### config.mk
export PLATFORM = sky130hd
export DESIGN_NAME = sff_front_end
export DESIGN_NICKNAME = d
export VERILOG_FILES = /design/src/rtl/sff_pkg.sv /design/src/rtl/sff_fifo.sv /design/src/rtl/sff_front_end.sv
export VERILOG_INCLUDE_DIRS = /design/src /design/src/rtl
export SDC_FILE = /design/constraint.sdc
export NUM_CORES = 1
export LEC_CHECK = 0
export ABC_AREA = 1
export BUFFER_PORTS_ARGS = -buffer_cell sky130_fd_sc_hd__buf_4
export CAP_MARGIN = 0
export CORE_MARGIN = 2
export CORE_UTILIZATION = 54
export CTS_BUF_LIST = sky130_fd_sc_hd__clkbuf_16
export CTS_CLUSTER_SIZE = 8
export DETAILED_ROUTE_END_ITERATION = 6
export PLACE_DENSITY = 0.76
export SYNTH_ARGS = -nofsm -noshare
export SYNTH_HDL_FRONTEND = slang
export SYNTH_SLANG_ARGS = --single-unit
### constraint.sdc
create_clock -name clk -period 2.7 [get_ports clk]
set_input_delay 0.135 -clock clk [delete_from_list [all_inputs] [get_ports clk]]
set_output_delay 0.135 -clock clk [all_outputs]
set_load 0.005 [all_outputs]
### src/rtl/sff_map.svh
// constants for the serial flash command front end
`ifndef SFF_MAP_SVH
`define SFF_MAP_SVH

// opcodes
`define SFF_OP_SET_LATCH 8'h06
`define SFF_OP_CLEAR_LATCH 8'h04
`define SFF_OP_READ_STATUS 8'h05
`define SFF_OP_WRITE_STATUS 8'h01
`define SFF_OP_READ_ARRAY 8'h03
`define SFF_OP_PAGE_PROGRAM 8'h02
`define SFF_OP_SECTOR_ERASE 8'hD8
`define SFF_OP_BULK_ERASE 8'hC7
`define SFF_OP_DEEP_SLEEP 8'hB9
`define SFF_OP_WAKE_SIGNATURE 8'hAB

// status word bit positions
`define SFF_ST_BUSY 0
`define SFF_ST_LATCH 1
`define SFF_ST_PROT_LO 2
`define SFF_ST_PROT_HI 3
`define SFF_ST_LOCK 7

// reset values of status bits
`define SFF_RST_LOCK 1'h0
`define SFF_RST_PROT 2'h0

// geometry
`define SFF_ARRAY_BYTES 131072
`define SFF_SECTOR_BYTES 32768
`define SFF_PAGE_COUNT 1024
`define SFF_PAGE_BYTES 128
`define SFF_ADDR_W 17
`define SFF_SECTOR_LSB 15

// frame byte counts
`define SFF_BITS_PER_BYTE 8
`define SFF_ADDR_BYTES 3
`define SFF_FIFO_DEPTH 8

`endif

### src/rtl/sff_pkg.sv
// types for the serial flash command front end
package sff_pkg;

    typedef enum logic [2:0] {
        SFF_OP_NONE,
        SFF_OP_STATUS_WRITE,
        SFF_OP_PROGRAM,
        SFF_OP_ERASE_SECTOR,
        SFF_OP_ERASE_ALL,
        SFF_OP_READ
    } sff_op_kind_t;

    typedef struct packed {
        sff_op_kind_t kind;
        logic [16:0] addr;
        logic [1:0] sector;
        logic [7:0] status_data;
    } sff_op_req_t;

    typedef struct packed {
        logic lock;
        logic [2:0] zero;
        logic prot_hi;
        logic prot_lo;
        logic latch;
        logic busy;
    } sff_status_t;

endpackage

### src/rtl/sff_fifo.sv
// small synchronous fifo with valid/ready on both sides
`timescale 1ns/1ns
module sff_fifo #(
    parameter int WIDTH = 8,
    parameter int DEPTH = 8
) (
    // clock and reset
    input wire logic clk,
    input wire logic reset_n,
    input wire logic flush,
    // fill side
    input wire logic in_valid,
    input wire logic [WIDTH-1:0] in_data,
    output logic in_ready,
    // drain side
    output logic out_valid,
    output logic [WIDTH-1:0] out_data,
    input wire logic out_ready
);
    localparam int AW = $clog2(DEPTH);

    logic [WIDTH-1:0] mem_r [DEPTH];
    logic [AW-1:0] wr_ptr_r;
    logic [AW-1:0] rd_ptr_r;
    logic [AW:0] count_r;
    logic push;
    logic pop;

    assign in_ready = (count_r != (AW+1)'(DEPTH));
    assign out_valid = (count_r != '0);
    assign out_data = mem_r[rd_ptr_r];
    assign push = in_valid && in_ready;
    assign pop = out_valid && out_ready;

    always_ff @(posedge clk) begin
        if (push) begin
            mem_r[wr_ptr_r] <= in_data;
        end
    end

    always_ff @(posedge clk or negedge reset_n) begin
        if (!reset_n) begin
            wr_ptr_r <= '0;
            rd_ptr_r <= '0;
            count_r <= '0;
        end else if (flush) begin
            wr_ptr_r <= '0;
            rd_ptr_r <= '0;
            count_r <= '0;
        end else begin
            if (push) begin
                wr_ptr_r <= (wr_ptr_r == AW'(DEPTH - 1)) ? '0 : wr_ptr_r + 1'b1;
            end
            if (pop) begin
                rd_ptr_r <= (rd_ptr_r == AW'(DEPTH - 1)) ? '0 : rd_ptr_r + 1'b1;
            end
            count_r <= count_r + (AW+1)'(push) - (AW+1)'(pop);
        end
    end

endmodule

### src/rtl/sff_front_end.sv
// serial flash command front end: opcode decode, status word, write checks
// Functional notes
// [RQ1] all bytes move most significant bit first
// [RQ2] opcode is first eight bits after select falls
// [RQ3] decode set latch, clear latch, read status
// [RQ4] decode status write, array read, page program
// [RQ5] sector erase and bulk erase opcodes
// [RQ6] decode deep sleep and wake with signature
// [RQ7] array geometry: four sectors, 1024 pages
// [RQ8] address bits 16:15 select the sector
// [RQ9] program only clears bits, per page
// [RQ10] writing commands need byte-aligned select rise
// [RQ11] master raises select after last bit
// [RQ12] array access ignored while busy
// [RQ13] set/clear latch framed as bare opcode
// [RQ14] master sets latch before each write
// [RQ15] latch clears at reset and write completion
// [RQ16] status readable anytime, repeats while clocked
// [RQ17] master should poll busy before new commands
// [RQ18] busy high during write cycles, self-managed
// [RQ19] latch clear blocks all write commands
// [RQ20] protect bits written unless hardware locked
// [RQ21] bulk erase only with protect bits zero
// [RQ22] lock bit plus protect pin low locks status
// [RQ23] protect code selects protected sectors
// [RQ24] bits 6:4 read zero, write keeps 6,5,4,1,0
// [RQ25] deep sleep ignores all but wake
// [RQ26] status layout: busy0 latch1 prot2,3 lock7
`timescale 1ns/1ns
`include "sff_map.svh"
module sff_front_end #(
    parameter logic [7:0] SIGNATURE = 8'h5A, // arbitrary value
    parameter int FIFO_DEPTH = `SFF_FIFO_DEPTH
) (
    // clock and reset
    input wire logic clk,
    input wire logic reset_n,
    // serial link pins
    input wire logic device_select_n,
    input wire logic serial_clock_in,
    input wire logic serial_in,
    input wire logic write_protect_n,
    output logic serial_out,
    output logic serial_out_en,
    // array engine requests
    output logic op_start,
    output sff_pkg::sff_op_req_t op_req,
    input wire logic op_done,
    // array read bytes
    output logic rd_byte_req,
    input wire logic [7:0] rd_byte,
    // program data stream
    output logic prog_valid,
    output logic [7:0] prog_data,
    input wire logic prog_ready,
    // state
    output logic [7:0] status_word,
    output logic deep_sleep
);
    // pin synchronisers
    logic [1:0] cs_sync_r;
    logic [1:0] sck_sync_r;
    logic [1:0] sin_sync_r;
    logic [1:0] wp_sync_r;
    logic cs_prev_r;
    logic sck_prev_r;

    always_ff @(posedge clk or negedge reset_n) begin
        if (!reset_n) begin
            cs_sync_r <= 2'h3;
            sck_sync_r <= 2'h0;
            sin_sync_r <= 2'h0;
            wp_sync_r <= 2'h3;
            cs_prev_r <= 1'b1;
            sck_prev_r <= 1'b0;
        end else begin
            cs_sync_r <= {cs_sync_r[0], device_select_n};
            sck_sync_r <= {sck_sync_r[0], serial_clock_in};
            sin_sync_r <= {sin_sync_r[0], serial_in};
            wp_sync_r <= {wp_sync_r[0], write_protect_n};
            cs_prev_r <= cs_sync_r[1];
            sck_prev_r <= sck_sync_r[1];
        end
    end

    logic selected;
    logic sck_rise;
    logic sck_fall;
    logic frame_end;
    assign selected = !cs_sync_r[1];
    assign sck_rise = selected && sck_sync_r[1] && !sck_prev_r; // see [RQ2]
    assign sck_fall = selected && !sck_sync_r[1] && sck_prev_r;
    assign frame_end = cs_sync_r[1] && !cs_prev_r;

    // status bits
    logic busy_r;
    logic latch_r;
    logic [1:0] prot_r;
    logic lock_r;
    logic sleep_r;
    logic hw_lock;
    sff_pkg::sff_status_t status;
    assign hw_lock = lock_r && !wp_sync_r[1]; // see [RQ22]
    always_comb begin
        status = '0; // see [RQ24]
        status.busy = busy_r;
        status.latch = latch_r;
        status.prot_lo = prot_r[0];
        status.prot_hi = prot_r[1];
        status.lock = lock_r;
    end

    function automatic logic sector_protected(input logic [1:0] sector, input logic [1:0] prot);
        unique case (prot)
            2'h0: sector_protected = 1'b0;
            2'h1: sector_protected = (sector == 2'h3);
            2'h2: sector_protected = sector[1];
            2'h3: sector_protected = 1'b1;
        endcase
    endfunction // see [RQ23]

    // bit and byte counters, input shifter
    logic [2:0] bit_cnt_r;
    logic [2:0] byte_idx_r;
    logic [7:0] in_shift_r;
    logic [7:0] in_byte;
    logic byte_done;
    assign in_byte = {in_shift_r[6:0], sin_sync_r[1]}; // see [RQ1]
    assign byte_done = sck_rise && (bit_cnt_r == 3'h7);

    always_ff @(posedge clk or negedge reset_n) begin
        if (!reset_n) begin
            bit_cnt_r <= 3'h0;
            byte_idx_r <= 3'h0;
            in_shift_r <= 8'h00;
        end else if (!selected) begin
            bit_cnt_r <= 3'h0;
            byte_idx_r <= 3'h0;
        end else if (sck_rise) begin
            bit_cnt_r <= bit_cnt_r + 3'h1;
            in_shift_r <= in_byte;
            if (byte_done && byte_idx_r != 3'h7) begin
                byte_idx_r <= byte_idx_r + 3'h1;
            end
        end
    end

    // opcode, address and data capture
    logic [7:0] opcode_r;
    logic [23:0] addr_r;
    logic [7:0] data_r;
    logic ignore_r;
    always_ff @(posedge clk or negedge reset_n) begin
        if (!reset_n) begin
            opcode_r <= 8'h00;
            addr_r <= 24'h0;
            data_r <= 8'h00;
            ignore_r <= 1'b0;
        end else if (frame_end) begin
            opcode_r <= 8'h00;
            ignore_r <= 1'b0;
        end else if (byte_done) begin
            if (byte_idx_r == 3'h0) begin
                opcode_r <= in_byte; // see [RQ2]
                ignore_r <= sleep_r && (in_byte != `SFF_OP_WAKE_SIGNATURE); // see [RQ25]
            end else if (byte_idx_r <= 3'(`SFF_ADDR_BYTES)) begin
                addr_r <= {addr_r[15:0], in_byte}; // see [RQ1]
            end
            if (byte_idx_r == 3'h1) begin
                data_r <= in_byte;
            end
        end
    end

    logic [16:0] addr;
    logic [1:0] sector;
    logic aligned;
    logic may_write;
    assign addr = addr_r[`SFF_ADDR_W-1:0];
    assign sector = addr_r[`SFF_ADDR_W-1:`SFF_SECTOR_LSB]; // see [RQ7] see [RQ8]
    assign aligned = (bit_cnt_r == 3'h0); // see [RQ10]
    assign may_write = !ignore_r && latch_r && !busy_r && aligned; // see [RQ19] see [RQ12]

    // program data into the fifo
    logic fifo_in_ready;
    logic push_byte;
    logic overrun_r;
    logic reject;
    assign push_byte = byte_done && !ignore_r && opcode_r == `SFF_OP_PAGE_PROGRAM
        && byte_idx_r > 3'(`SFF_ADDR_BYTES) && latch_r && !busy_r;
    always_ff @(posedge clk or negedge reset_n) begin
        if (!reset_n) begin
            overrun_r <= 1'b0;
        end else if (frame_end) begin
            overrun_r <= 1'b0;
        end else if (push_byte && !fifo_in_ready) begin
            overrun_r <= 1'b1;
        end
    end

    sff_fifo #(
        .WIDTH(8),
        .DEPTH(FIFO_DEPTH)
    ) u_prog_fifo (
        .clk(clk),
        .reset_n(reset_n),
        .flush(reject),
        .in_valid(push_byte),
        .in_data(in_byte),
        .in_ready(fifo_in_ready),
        .out_valid(prog_valid),
        .out_data(prog_data),
        .out_ready(prog_ready)
    );

    // end-of-frame decision
    logic accept;
    sff_pkg::sff_op_kind_t kind;
    always_comb begin
        accept = 1'b0;
        kind = sff_pkg::SFF_OP_NONE;
        unique case (opcode_r)
            `SFF_OP_WRITE_STATUS: begin
                kind = sff_pkg::SFF_OP_STATUS_WRITE;
                accept = may_write && byte_idx_r >= 3'h2 && !hw_lock; // see [RQ22]
            end
            `SFF_OP_PAGE_PROGRAM: begin
                kind = sff_pkg::SFF_OP_PROGRAM; // see [RQ9]
                accept = may_write && byte_idx_r > 3'(`SFF_ADDR_BYTES) && !overrun_r
                    && !sector_protected(sector, prot_r); // see [RQ20]
            end
            `SFF_OP_SECTOR_ERASE: begin
                kind = sff_pkg::SFF_OP_ERASE_SECTOR; // see [RQ5]
                accept = may_write && byte_idx_r > 3'(`SFF_ADDR_BYTES)
                    && !sector_protected(sector, prot_r); // see [RQ20]
            end
            `SFF_OP_BULK_ERASE: begin
                kind = sff_pkg::SFF_OP_ERASE_ALL; // see [RQ5]
                accept = may_write && byte_idx_r >= 3'h1 && prot_r == 2'h0; // see [RQ21]
            end
            default: begin
                accept = 1'b0;
            end
        endcase
    end
    assign reject = frame_end && opcode_r == `SFF_OP_PAGE_PROGRAM && !accept;

    logic read_go;
    assign read_go = byte_done && !ignore_r && !busy_r && opcode_r == `SFF_OP_READ_ARRAY
        && byte_idx_r >= 3'(`SFF_ADDR_BYTES); // see [RQ4] see [RQ12]

    // requests to the array engine
    always_ff @(posedge clk or negedge reset_n) begin
        if (!reset_n) begin
            op_start <= 1'b0;
            op_req <= '0;
            rd_byte_req <= 1'b0;
        end else begin
            op_start <= 1'b0;
            rd_byte_req <= read_go;
            if (frame_end && accept) begin
                op_start <= 1'b1;
                op_req.kind <= kind;
                op_req.addr <= addr;
                op_req.sector <= sector;
                op_req.status_data <= data_r;
            end else if (read_go && byte_idx_r == 3'(`SFF_ADDR_BYTES)) begin
                op_start <= 1'b1;
                op_req.kind <= sff_pkg::SFF_OP_READ;
                op_req.addr <= {addr_r[8:0], in_byte}; // see [RQ1]
                op_req.sector <= 2'h0;
                op_req.status_data <= 8'h00;
            end
        end
    end

    // busy flag
    always_ff @(posedge clk or negedge reset_n) begin
        if (!reset_n) begin
            busy_r <= 1'b0;
        end else if (frame_end && accept) begin
            busy_r <= 1'b1; // see [RQ18]
        end else if (op_done) begin
            busy_r <= 1'b0; // see [RQ18]
        end
    end

    // write latch
    always_ff @(posedge clk or negedge reset_n) begin
        if (!reset_n) begin
            latch_r <= 1'b0; // see [RQ15]
        end else if (busy_r && op_done) begin
            latch_r <= 1'b0; // see [RQ15]
        end else if (frame_end && !ignore_r && byte_idx_r == 3'h1 && aligned) begin
            if (opcode_r == `SFF_OP_SET_LATCH) begin
                latch_r <= 1'b1; // see [RQ3] see [RQ13]
            end else if (opcode_r == `SFF_OP_CLEAR_LATCH) begin
                latch_r <= 1'b0; // see [RQ3] see [RQ13] see [RQ15]
            end
        end
    end

    // non-volatile bits, only 7, 3 and 2 are written
    always_ff @(posedge clk or negedge reset_n) begin
        if (!reset_n) begin
            prot_r <= `SFF_RST_PROT;
            lock_r <= `SFF_RST_LOCK;
        end else if (frame_end && accept && kind == sff_pkg::SFF_OP_STATUS_WRITE) begin
            prot_r <= {data_r[`SFF_ST_PROT_HI], data_r[`SFF_ST_PROT_LO]}; // see [RQ20] see [RQ24]
            lock_r <= data_r[`SFF_ST_LOCK]; // see [RQ26]
        end
    end

    // deep power-down
    always_ff @(posedge clk or negedge reset_n) begin
        if (!reset_n) begin
            sleep_r <= 1'b0;
        end else if (frame_end && !ignore_r && byte_idx_r >= 3'h1 && !busy_r) begin
            if (opcode_r == `SFF_OP_DEEP_SLEEP) begin
                sleep_r <= 1'b1; // see [RQ6]
            end else if (opcode_r == `SFF_OP_WAKE_SIGNATURE) begin
                sleep_r <= 1'b0; // see [RQ6] see [RQ25]
            end
        end
    end

    // serial output: loaded at byte end, shifted on falling edges
    logic [7:0] out_shift_r;
    logic out_active_r;
    logic [7:0] load_byte;
    logic load;
    always_comb begin
        load = 1'b0;
        load_byte = 8'h00;
        if (byte_done && !ignore_r) begin
            if (opcode_r == `SFF_OP_READ_STATUS
                || (byte_idx_r == 3'h0 && in_byte == `SFF_OP_READ_STATUS && !sleep_r)) begin
                load = 1'b1;
                load_byte = status; // see [RQ16] see [RQ26]
            end else if (opcode_r == `SFF_OP_WAKE_SIGNATURE
                && byte_idx_r >= 3'(`SFF_ADDR_BYTES)) begin
                load = 1'b1;
                load_byte = SIGNATURE; // see [RQ6]
            end else if (read_go) begin
                load = 1'b1;
                load_byte = rd_byte;
            end
        end
    end

    always_ff @(posedge clk or negedge reset_n) begin
        if (!reset_n) begin
            out_shift_r <= 8'h00;
            out_active_r <= 1'b0;
            serial_out <= 1'b0;
            serial_out_en <= 1'b0;
        end else if (!selected) begin
            out_active_r <= 1'b0;
            serial_out_en <= 1'b0;
        end else begin
            if (load) begin
                out_shift_r <= load_byte;
                out_active_r <= 1'b1;
            end else if (sck_fall && out_active_r) begin
                out_shift_r <= {out_shift_r[6:0], 1'b0};
            end
            if (sck_fall && out_active_r) begin
                serial_out <= out_shift_r[7]; // see [RQ1]
                serial_out_en <= 1'b1;
            end
        end
    end

    // exported state
    always_ff @(posedge clk or negedge reset_n) begin
        if (!reset_n) begin
            status_word <= 8'h00;
            deep_sleep <= 1'b0;
        end else begin
            status_word <= status;
            deep_sleep <= sleep_r;
        end
    end

endmodule

* Yosys cells after proc, flatten, opt, wreduce, memory -nomap -nowiden
Memory sizes are Yosys's and may differ from the RTL's.
Index checks and enable logic that the tools add are counted.
** Storage, ports and cells
- Memory bits (writable) :: 64
- Bits in registers :: 123
- Latch bits :: 0
- Logic and storage cells :: 215
- Memories :: 1
- Output and inout bits :: 52
- ROM bits :: 0
** Memories
- u_prog_fifo.mem_r :: words 8, width 8, rd ports 1, clocked after Yosys merged registers in 0, wr ports 1, RTL line sff_fifo.sv:22 : logic [WIDTH-1:0] mem_r [DEPTH];
** Operators by class
- Divide/modulo/power cells :: 0
- Muxes and demuxes :: 53
- $add $sub $neg :: 6
- Bitwise operators :: 3
- Order comparisons :: 5
- Shifts and indexed selects :: 0
- Multiply operators :: 0
- Eq/ne operators :: 24
- Reduce and logical (&&, ||, !) cells :: 89
** Operators with widths (count)
- two-way mux 8 bit :: 9
- two-way mux 30 bit :: 2
- logical AND 1 bit :: 46
- two-way mux 3 bit :: 11
- equality test 8 x 3 -> 1 bit, second input constant :: 4
- equality test 8 bit, second input constant :: 4
- nonzero test 2 bit :: 14
- two-way mux 1 bit :: 27
- equality test 8 x 2 -> 1 bit, second input constant :: 2
- logical NOT 1 bit :: 14
- AND reduction 2 bit :: 7
- adder 3 x 1 -> 3 bit, second input constant :: 4
- one-hot mux 3 bit (4 select lines) :: 1
- equality test 3 bit, second input constant :: 3
- equality test 8 x 1 -> 1 bit, second input constant :: 1
- != test 8 bit, second input constant :: 1
- one-hot mux 1 bit (4 select lines) :: 2
- equality test 2 bit, second input constant :: 3
- equality test 3 x 1 -> 1 bit, second input constant :: 2
- greater-or-equal comparator 3 x 2 -> 1 bit, second input constant :: 2
- logical NOT 3 bit :: 2
- adder 4 x 1 -> 4 bit :: 1
- two-way mux 4 bit :: 1
- != test 4 bit, second input constant :: 1
- 14 further kinds :: 16

* Logic depth before layout (Yosys ltp)
Gate-level depths: netlist (run 1).
- Depth in word-level cells :: 14
- Depth in mapped cells :: 14
- Depth with buffers taken out :: 14

* Modules after synthesis
Synthesis (run 1) repeated with hierarchy kept, for this count alone.
** Unflattened totals
- Cell total of the unflattened synthesis :: 932
- Area total of the unflattened synthesis :: 8841.0 um^2
** Modules (own cells, without submodules)
- sff_front_end :: sequential area each 2834.0 um^2, area an instance 5330.1 um^2, instances 1, cells an instance 572
- sff_fifo :: sequential area each 2172.1 um^2, area an instance 3510.9 um^2, instances 1, cells an instance 360

* Least setup slack after synthesis (run 1)
No wires, ideal clock.
- Path type :: register -> register
- Start :: register byte_idx_r[0]
- End :: memory u_prog_fifo.mem_r[1][0], enable pin
- Clock period less this slack :: 2.681 ns
- Arrival time :: 2.298 ns
- Setup slack :: 0.019 ns
- Stages on the path, launching flop included :: 9
- Cells stage by stage :: dfrtp_1 ha_1 ha_1 inv_1 nand3_1 nand3b_2 nor3_4 nand2_2 nor3_1
** Between the ends
- Longest elaborated chain between the ends :: 7
** RTL lines
- from (decl) :: RTL line sff_front_end.sv:124 : logic [2:0] byte_idx_r;
- from (signal assigned) :: RTL line sff_front_end.sv:143 : byte_idx_r <= byte_idx_r + 3'h1;
- > comparator 3 x 2 -> 1 bit :: RTL line sff_front_end.sv:190 : && byte_idx_r > 3'(`SFF_ADDR_BYTES) && latch_r && !busy_r;
- logical AND 1 bit (3 in series) :: RTL line sff_front_end.sv:189 : assign push_byte = byte_done && !ignore_r && opcode_r == `SFF_OP_PAGE_PROGRAM
- logical AND 1 bit :: RTL line sff_fifo.sv:32 : assign push = in_valid && in_ready;
- two-way mux 1 bit :: RTL line sff_fifo.sv:36 : if (push) begin
- two-way mux 1 bit (implied by the code) :: RTL line sff_fifo.sv:37 : mem_r[wr_ptr_r] <= in_data;
- to (decl) :: RTL line sff_fifo.sv:22
No other way between the ends.

* Final worst setup path (run 1)
- Start :: register u_prog_fifo.rd_ptr_r[0]
- End :: output prog_data[1]
** Between the ends
- Longest elaborated chain between the ends :: 1
** RTL lines
- from (decl) :: RTL line sff_fifo.sv:24 : logic [AW-1:0] rd_ptr_r;
- from (signal assigned) :: RTL line sff_fifo.sv:55 : rd_ptr_r <= (rd_ptr_r == AW'(DEPTH - 1)) ? '0 : rd_ptr_r + 1'b1;
- memory (8 x 8 bit)
- to (decl) :: RTL line sff_front_end.sv:54 : output logic [7:0] prog_data,
No other way between the ends.

==> results of run 1 <==
==> worst min-delay path, delay by kind of cell <==
kind / cells / cell delay, ps
AND/OR/NAND/NOR: 2 / 150
buffers and inverters: 1 / 80
AO/OA/AOI/OAI: 1 / 50
==> synthesized netlist by cell type, types with 2 or more instances <==
cell	number	area [µm²]
nand2_1	191	717
dfrtp_1	118	2950
nor2_1	88	330
nand3_1	78	390
o21ai_0	77	385
inv_1	76	285
edfxtp_1	64	1920
ha_1	19	238
o22ai_1	18	113
clkbuf_1	15	56.3
nor3_1	13	65.1
a21oi_1	10	50.1
a31oi_1	10	62.6
nand2_2	9	56.3
mux2_2	7	78.8
inv_2	6	22.5
nand4_1	6	37.5
buf_2	5	25.0
dfstp_2	5	131
buf_4	3	22.5
buf_6	3	33.8
nand3_4	3	52.6
nor2_4	3	33.8
o21bai_1	3	22.5
nor4_1	2	12.5
==> stage by stage <==
| stage | hold WS (ps) | utilization, % | instance area [µm²] | setup WS [ps] |
|---|---|---|---|---|
| 2_1_floorplan | -161 | - | 8260 | 18.9 |
| 3_3_place_gp | 89.2 | 60.1 | 9070 | 389 |
| 3_5_place_dp | 88.7 | 60.1 | 9070 | 351 |
| 4_1_cts | 9.10 | 64.5 | 9740 | 264 |
| 5_1_grt | 19.0 | 64.5 | 9740 | 14.7 |
| 6_report | 31.7 | 64.5 | 9740 | 251 |
==> cell type report <==
| class | count | area, µm² | share of cell area (%) |
|---|---|---|---|
| flip-flops and latches | 187 | 5010 | 51.4 |
| multi-input cells | 552 | 2790 | 28.7 |
| repair buffers | 100 | 778 | 7.99 |
| clock buffers | 21 | 526 | 5.40 |
| inverters | 84 | 319 | 3.28 |
| well taps | 188 | 235 | 2.42 |
| clock inverters | 10 | 82.6 | 0.848 |
==> worst paths after layout <==
check / slack (ps) / end / depth (start not counted)
min in group asynchronous: 180 / sin_sync_r[0]$_DFF_PN0_ / 2
setup reg to reg: 320 / u_prog_fifo.count_r[1]$_DFF_PN0_ / 10
hold / removal: 30 / u_prog_fifo.rd_ptr_r[0]$_DFFE_PN0P_ / 4
setup / recovery: 250 / prog_data[1] / 7
hold reg to reg: 350 / sin_sync_r[1]$_DFF_PN0_ / 0
max in group asynchronous: 1770 / wp_sync_r[0]$_DFF_PN1_ / 3
==> metal layers <==
metal / vias to the layer above / part of all wire, % / global-route usage (%) / wire length [µm]
met5: - / 0 / 0 / 0
met4: 0 / 2.3 / 8.40 / 432
met3: 32 / 4.1 / 4.86 / 767
met2: 163 / 50 / 40.8 / 9480
met1: 3037 / 43 / 32.4 / 8140
li1: 3010 / - / - / -
==> what timing repair did <==
action / CTS / global route
hold buffers: 6 / 0
resized for setup: 0 / 0
endpoints found under the hold margin: 31 / 0
==> registers in the layout, summed over array words and instances, names as in the netlist, 4 cells and up <==
name and cells:
in_shift_r 7, out_shift_r 8, data_r 8, opcode_r 8, addr_r 17, u_prog_fifo.count_r 4, op_req 30, u_prog_fifo.mem_r 64
status_word 5
==> where the power goes <==
group	total (µW)	switching [µW]	internal, µW
registers	3180	107	3070
logic	1470	897	574
clock network	2540	1060	1480
total	7190	2060	5130
==> cell families after synthesis <==
| group | after synthesis | synth area share (%) |
|---|---|---|
| AND/OR/NAND/NOR | 399 | 21.5 |
| buffers and inverters | 110 | 5.54 |
| flip-flops | 187 | 60.7 |
| other | 1 | 0.0455 |
| AO/OA/AOI/OAI | 121 | 7.92 |
| adder cells (fa/ha/maj) | 20 | 3.13 |
| XOR/XNOR | 2 | 0.212 |
| multiplexers | 7 | 0.956 |
==> flow_summary.yaml, run 1 <==
clock_tree:
  root_buffer: "clkbuf_16"
  clkTransAtPathRegs_ps: 70
  clockBufferDepth: 2
  postCtsSetupBuffers: 0
  cts.sinks: 187
  clock_latency_ps: 430
  cts_tree: "yes"
  htreeDepth: 4
  numCtsBuffers: 17
route:
  wl_um: 18800
  via_per_inst: 5.47
  wl_per_cell_um: 16.5
  dr.pass1.iters: 5
  ant_nets: 0
  drc: 0
  via_count: 6242
  drtIter0Drc: 478
floorplanning:
  die_h_um: 128
  start_util_pct: 54.7
  coreArea_um2: 15100
  die-area_um2: 16300
  ios: 68
  chipWidth_um: 128
  rows: 45
finish:
  final_common_cell: "nand2_1"
  antenna_cells: 0
  nets: 978
  drive_above_1_share_pct: 17.1
  nFillCells: 1218
  most-common-layout-cells: "nand2_1 (191), dfrtp_1 (118), buf_4 (93)"
  stdcell_count: 1142
  syn2layout_area_growth_pct: 18.1
setup_path:
  cp-start-kind: "register"
  critPathTopFamily: "flip-flops"
  endpoint_kind: "primary output"
  critPathMaxFanout: 23
  path_buf_inv: 3
  cp.arrival_ps: 2310
  cp.required_ps: 2570
  criticalPathCategory: "register to primary output"
  worst_path_max_delay_cell: "dfrtp_1"
  r2r-start: "byte_idx_r[0]$_DFFE_PN0P_"
  worstSetupStartpoint: "u_prog_fifo.rd_ptr_r[0]$_DFFE_PN0P_"
  max_stage_delay_ps: 660
  crit_chain: "inv_1 -> buf_4 -> o21ai_0 -> o22ai_1 -> nor2_1 -> a31oi_1 -> buf_4"
  crit_top_cell: "buf_4"
sta:
  finalSetupViolCount: 0
  rsz0062_at_grt: "no"
  finClkSkew_ps: 9.26
  slew_violations: 0
  period_needed_ps: 2450
  worstMarginPinSlew_ps: 739
  slew_headroom_pct: 50.8
  max_freq_mhz: 408
  period_share_pct: 90.7
  fin_setup_tns_ps: 0
  hold_violations: 0
place:
  dp_hpwl_um: 12800
  place_inst: 1105
  portBuffers: 64
  routabilityCongestion: 0.917
power:
  vdd_ir_drop_max_mv: 0.473
  finalPower_uw: 7190
  power_leakage_uw: 0.00467
  power_density_nw_per_um2: 739
synth:
  yosysUniqueCellTypes: 40
  ys_ff_latch: 187
  postSynth.asyncResetShare_pct: 65.8
  ys_warn_count: 0
  synthFlopType: "dfrtp_1"
  avgSynthCellArea_um2: 9.74
  syn_area_um2: 8250
  synth_edf_count: 64
  yosysSeqAreaShare_pct: 60.7
  synth_cells: 847
grt:
  grt_start_max_net_pins: 68
  grt_pass1_wl_um: 30700
  antenna_found_initial: 0
  grt_pass1_vias: 6119
  grt_use_total_pct: 24.5
  grt-ovfl-total: 0
status:
  status: "completed"
hold_path:
  hp-class: "primary input to register"
  worstHoldStart: "prog_ready"
flow_run:
  max_cap_viol_count: 0
Power figures use the tool's default switching activity.
==> inputs of run 2 (changes only) <==
==> constraint.sdc (replaced) <==
create_clock -name clk -period 2.7 [get_ports clk]
set_input_delay 0.135 -clock clk [delete_from_list [all_inputs] [get_ports clk]]
set_output_delay 0.135 -clock clk [all_outputs]
set_load 0.1 [all_outputs]
==> run 2 against run 1 <==
Against the previous run:
- critical endpoint is now u_prog_fifo.mem_r[7][1]$_DFFE_PP_
- sequential share of layout area increased by 0.29 points
- global-route usage increased by 0.075 points
- die area stayed put
- register-to-register slack got worse by 90 ps
- final cell count is 0.35% lower
- via count fell by 0.61%
- critical path type is now register to register
- wire length rose by 0.20%
- design area shrank 0.57%
- sequential power about the same
==> flow_summary.yaml, run 2 (synthesis results as in run 1) <==
setup_path:
  cp.arrival_ps: 2610
  critPathTopFamily: "simple AND/OR/NAND/NOR gates"
  rrSetupSlack_ps: 230
  worst_path_max_delay_cell: "dfrtp_1"
  cp.required_ps: 2840
  criticalPathCategory: "register to register"
  critPathMaxFanout: 8
  max_stage_delay_ps: 410
  endpoint_kind: "register"
  path_buf_inv: 3
  crit_chain: "ha_1 -> ha_1 -> inv_1 -> nand3_1 -> nand3b_4 -> nor3_4 -> buf_4 -> nand2_2 -> nor3_1 -> buf_4"
  cp-start-kind: "register"
route:
  drc: 0
  wl_um: 18900
  drtIter0Drc: 588
  ant_nets: 0
  via_count: 6204
  dr.pass1.iters: 5
  wl_per_cell_um: 16.6
  via_per_inst: 5.45
finish:
  syn2layout_area_growth_pct: 17.4
  utilization_pct: 64.2
  drive_above_1_share_pct: 17.3
  max_flop_register: "u_prog_fifo.mem_r"
  multiInputGateArea_um2: 2810
  largest_register_ffs: 64
  nFillCells: 1231
  antenna_cells: 0
  reg_top3: "u_prog_fifo.mem_r x64, op_req x30, addr_r x17"
  final_common_cell: "nand2_1"
  finalInstanceArea_um2: 9680
  seqCellArea_um2: 5010
  most-common-layout-cells: "nand2_1 (191), dfrtp_1 (118), nor2_1 (88), buf_4 (88)"
  nets: 973
floorplanning:
  coreArea_um2: 15100
  start_util_pct: 54.7
  die_h_um: 128
  ios: 68
  die-area_um2: 16300
  chipWidth_um: 128
  rows: 45
power:
  power_density_nw_per_um2: 812
  finalPower_uw: 7860
  vdd_ir_drop_max_mv: 0.848
  power_leakage_uw: 0.00465
sta:
  fin_setup_tns_ps: 0
  period_share_pct: 91.5
  hold_violations: 0
  finalSetupViolCount: 0
  slew_violations: 0
  slew_headroom_pct: 42.0
  max_freq_mhz: 405
  worstMarginPinSlew_ps: 870
  rsz0062_at_grt: "no"
  finClkSkew_ps: 10.7
  period_needed_ps: 2470
clock_tree:
  numCtsBuffers: 17
  htreeDepth: 4
  postCtsSetupBuffers: 0
  clock_latency_ps: 440
  clkTransAtPathRegs_ps: 70
  root_buffer: "clkbuf_16"
  cts.sinks: 187
  cts_tree: "yes"
  clockBufferDepth: 2
flow_run:
  max_cap_viol_count: 0
grt:
  grt_pass1_wl_um: 30700
  grt_pass1_vias: 6109
  grt_use_total_pct: 24.6
  grt-ovfl-total: 0
  grt_start_max_net_pins: 70
  antenna_found_initial: 0
place:
  portBuffers: 64
  placed_cell_area_um2: 9040
  routabilityCongestion: 0.962
  dp_hpwl_um: 12900
status:
  status: "completed"
hold_path:
  hp-class: "primary input to register"
[run 2: metal layers]
metal | global-route usage, % | wire length (µm)
met3 | 4.48 | 868
met1 | 32.3 | 8110
met2 | 41.1 | 9450
met4 | 9.31 | 426
met5 | 0 | 0
[run 2: path summary, 6_finish.rpt]
path / startpoint / endpoint / cells past startpoint
worst max register to register: byte_idx_r[0]$_DFFE_PN0P_ / u_prog_fifo.mem_r[7][1]$_DFFE_PP_ / 10
min in group asynchronous: reset_n / rd_byte_req$_DFF_PN0_ / 2
worst min-delay path: rd_byte[0] / out_shift_r[0]$_DFFE_PN0P_ / 3
max in group asynchronous: reset_n / op_req[1]$_DFFE_PN0P_ / 3
worst max-delay path: byte_idx_r[0]$_DFFE_PN0P_ / u_prog_fifo.mem_r[7][1]$_DFFE_PP_ / 10
worst min register to register: sck_sync_r[0]$_DFF_PN0_ / sck_sync_r[1]$_DFF_PN0_ / 0
[run 2: per-stage QoR]
stage / setup slack [ps] / instances / hold slack (ps)
after CTS: 142 / 1138 / 2.82
after detailed placement: 202 / 1100 / 244
after global routing: 52.1 / 1138 / 28.7
after global placement: 284 / 1100 / 244
after floorplan: -160 / 849 / -161
final: 229 / 1138 / 23.4
[run 2: cell type report]
cell class                 instances  share of cell area [%]
inverter                          84                    3.29
timing repair buffer              95                    7.65
sequential                       187                    51.7
multi-input combinational        552                    29.0
tap                              188                    2.43
clock inverter                    13                   0.995
clock buffer                      19                    4.91
[run 2: worst min-delay path, stage by stage]
cell	delay, ps
buf_4	80
a31oi_1	70
o21ai_1	130
[run 2: where the power goes]
part           internal, µW  leakage [µW]  total [µW]  switching, µW
sequential             3070       0.00222        3150           71.7
clock                  1310      0.000288        2420           1110
combinational           573       0.00214        2290           1720
[run 2: what timing repair did]
| item | CTS | global route |
|---|---|---|
| setup endpoints to repair | 0 | 16 |
| resized for setup | 0 | 2 |
| hold buffers | 6 | 0 |
| endpoints found under the hold margin | 67 | 0 |
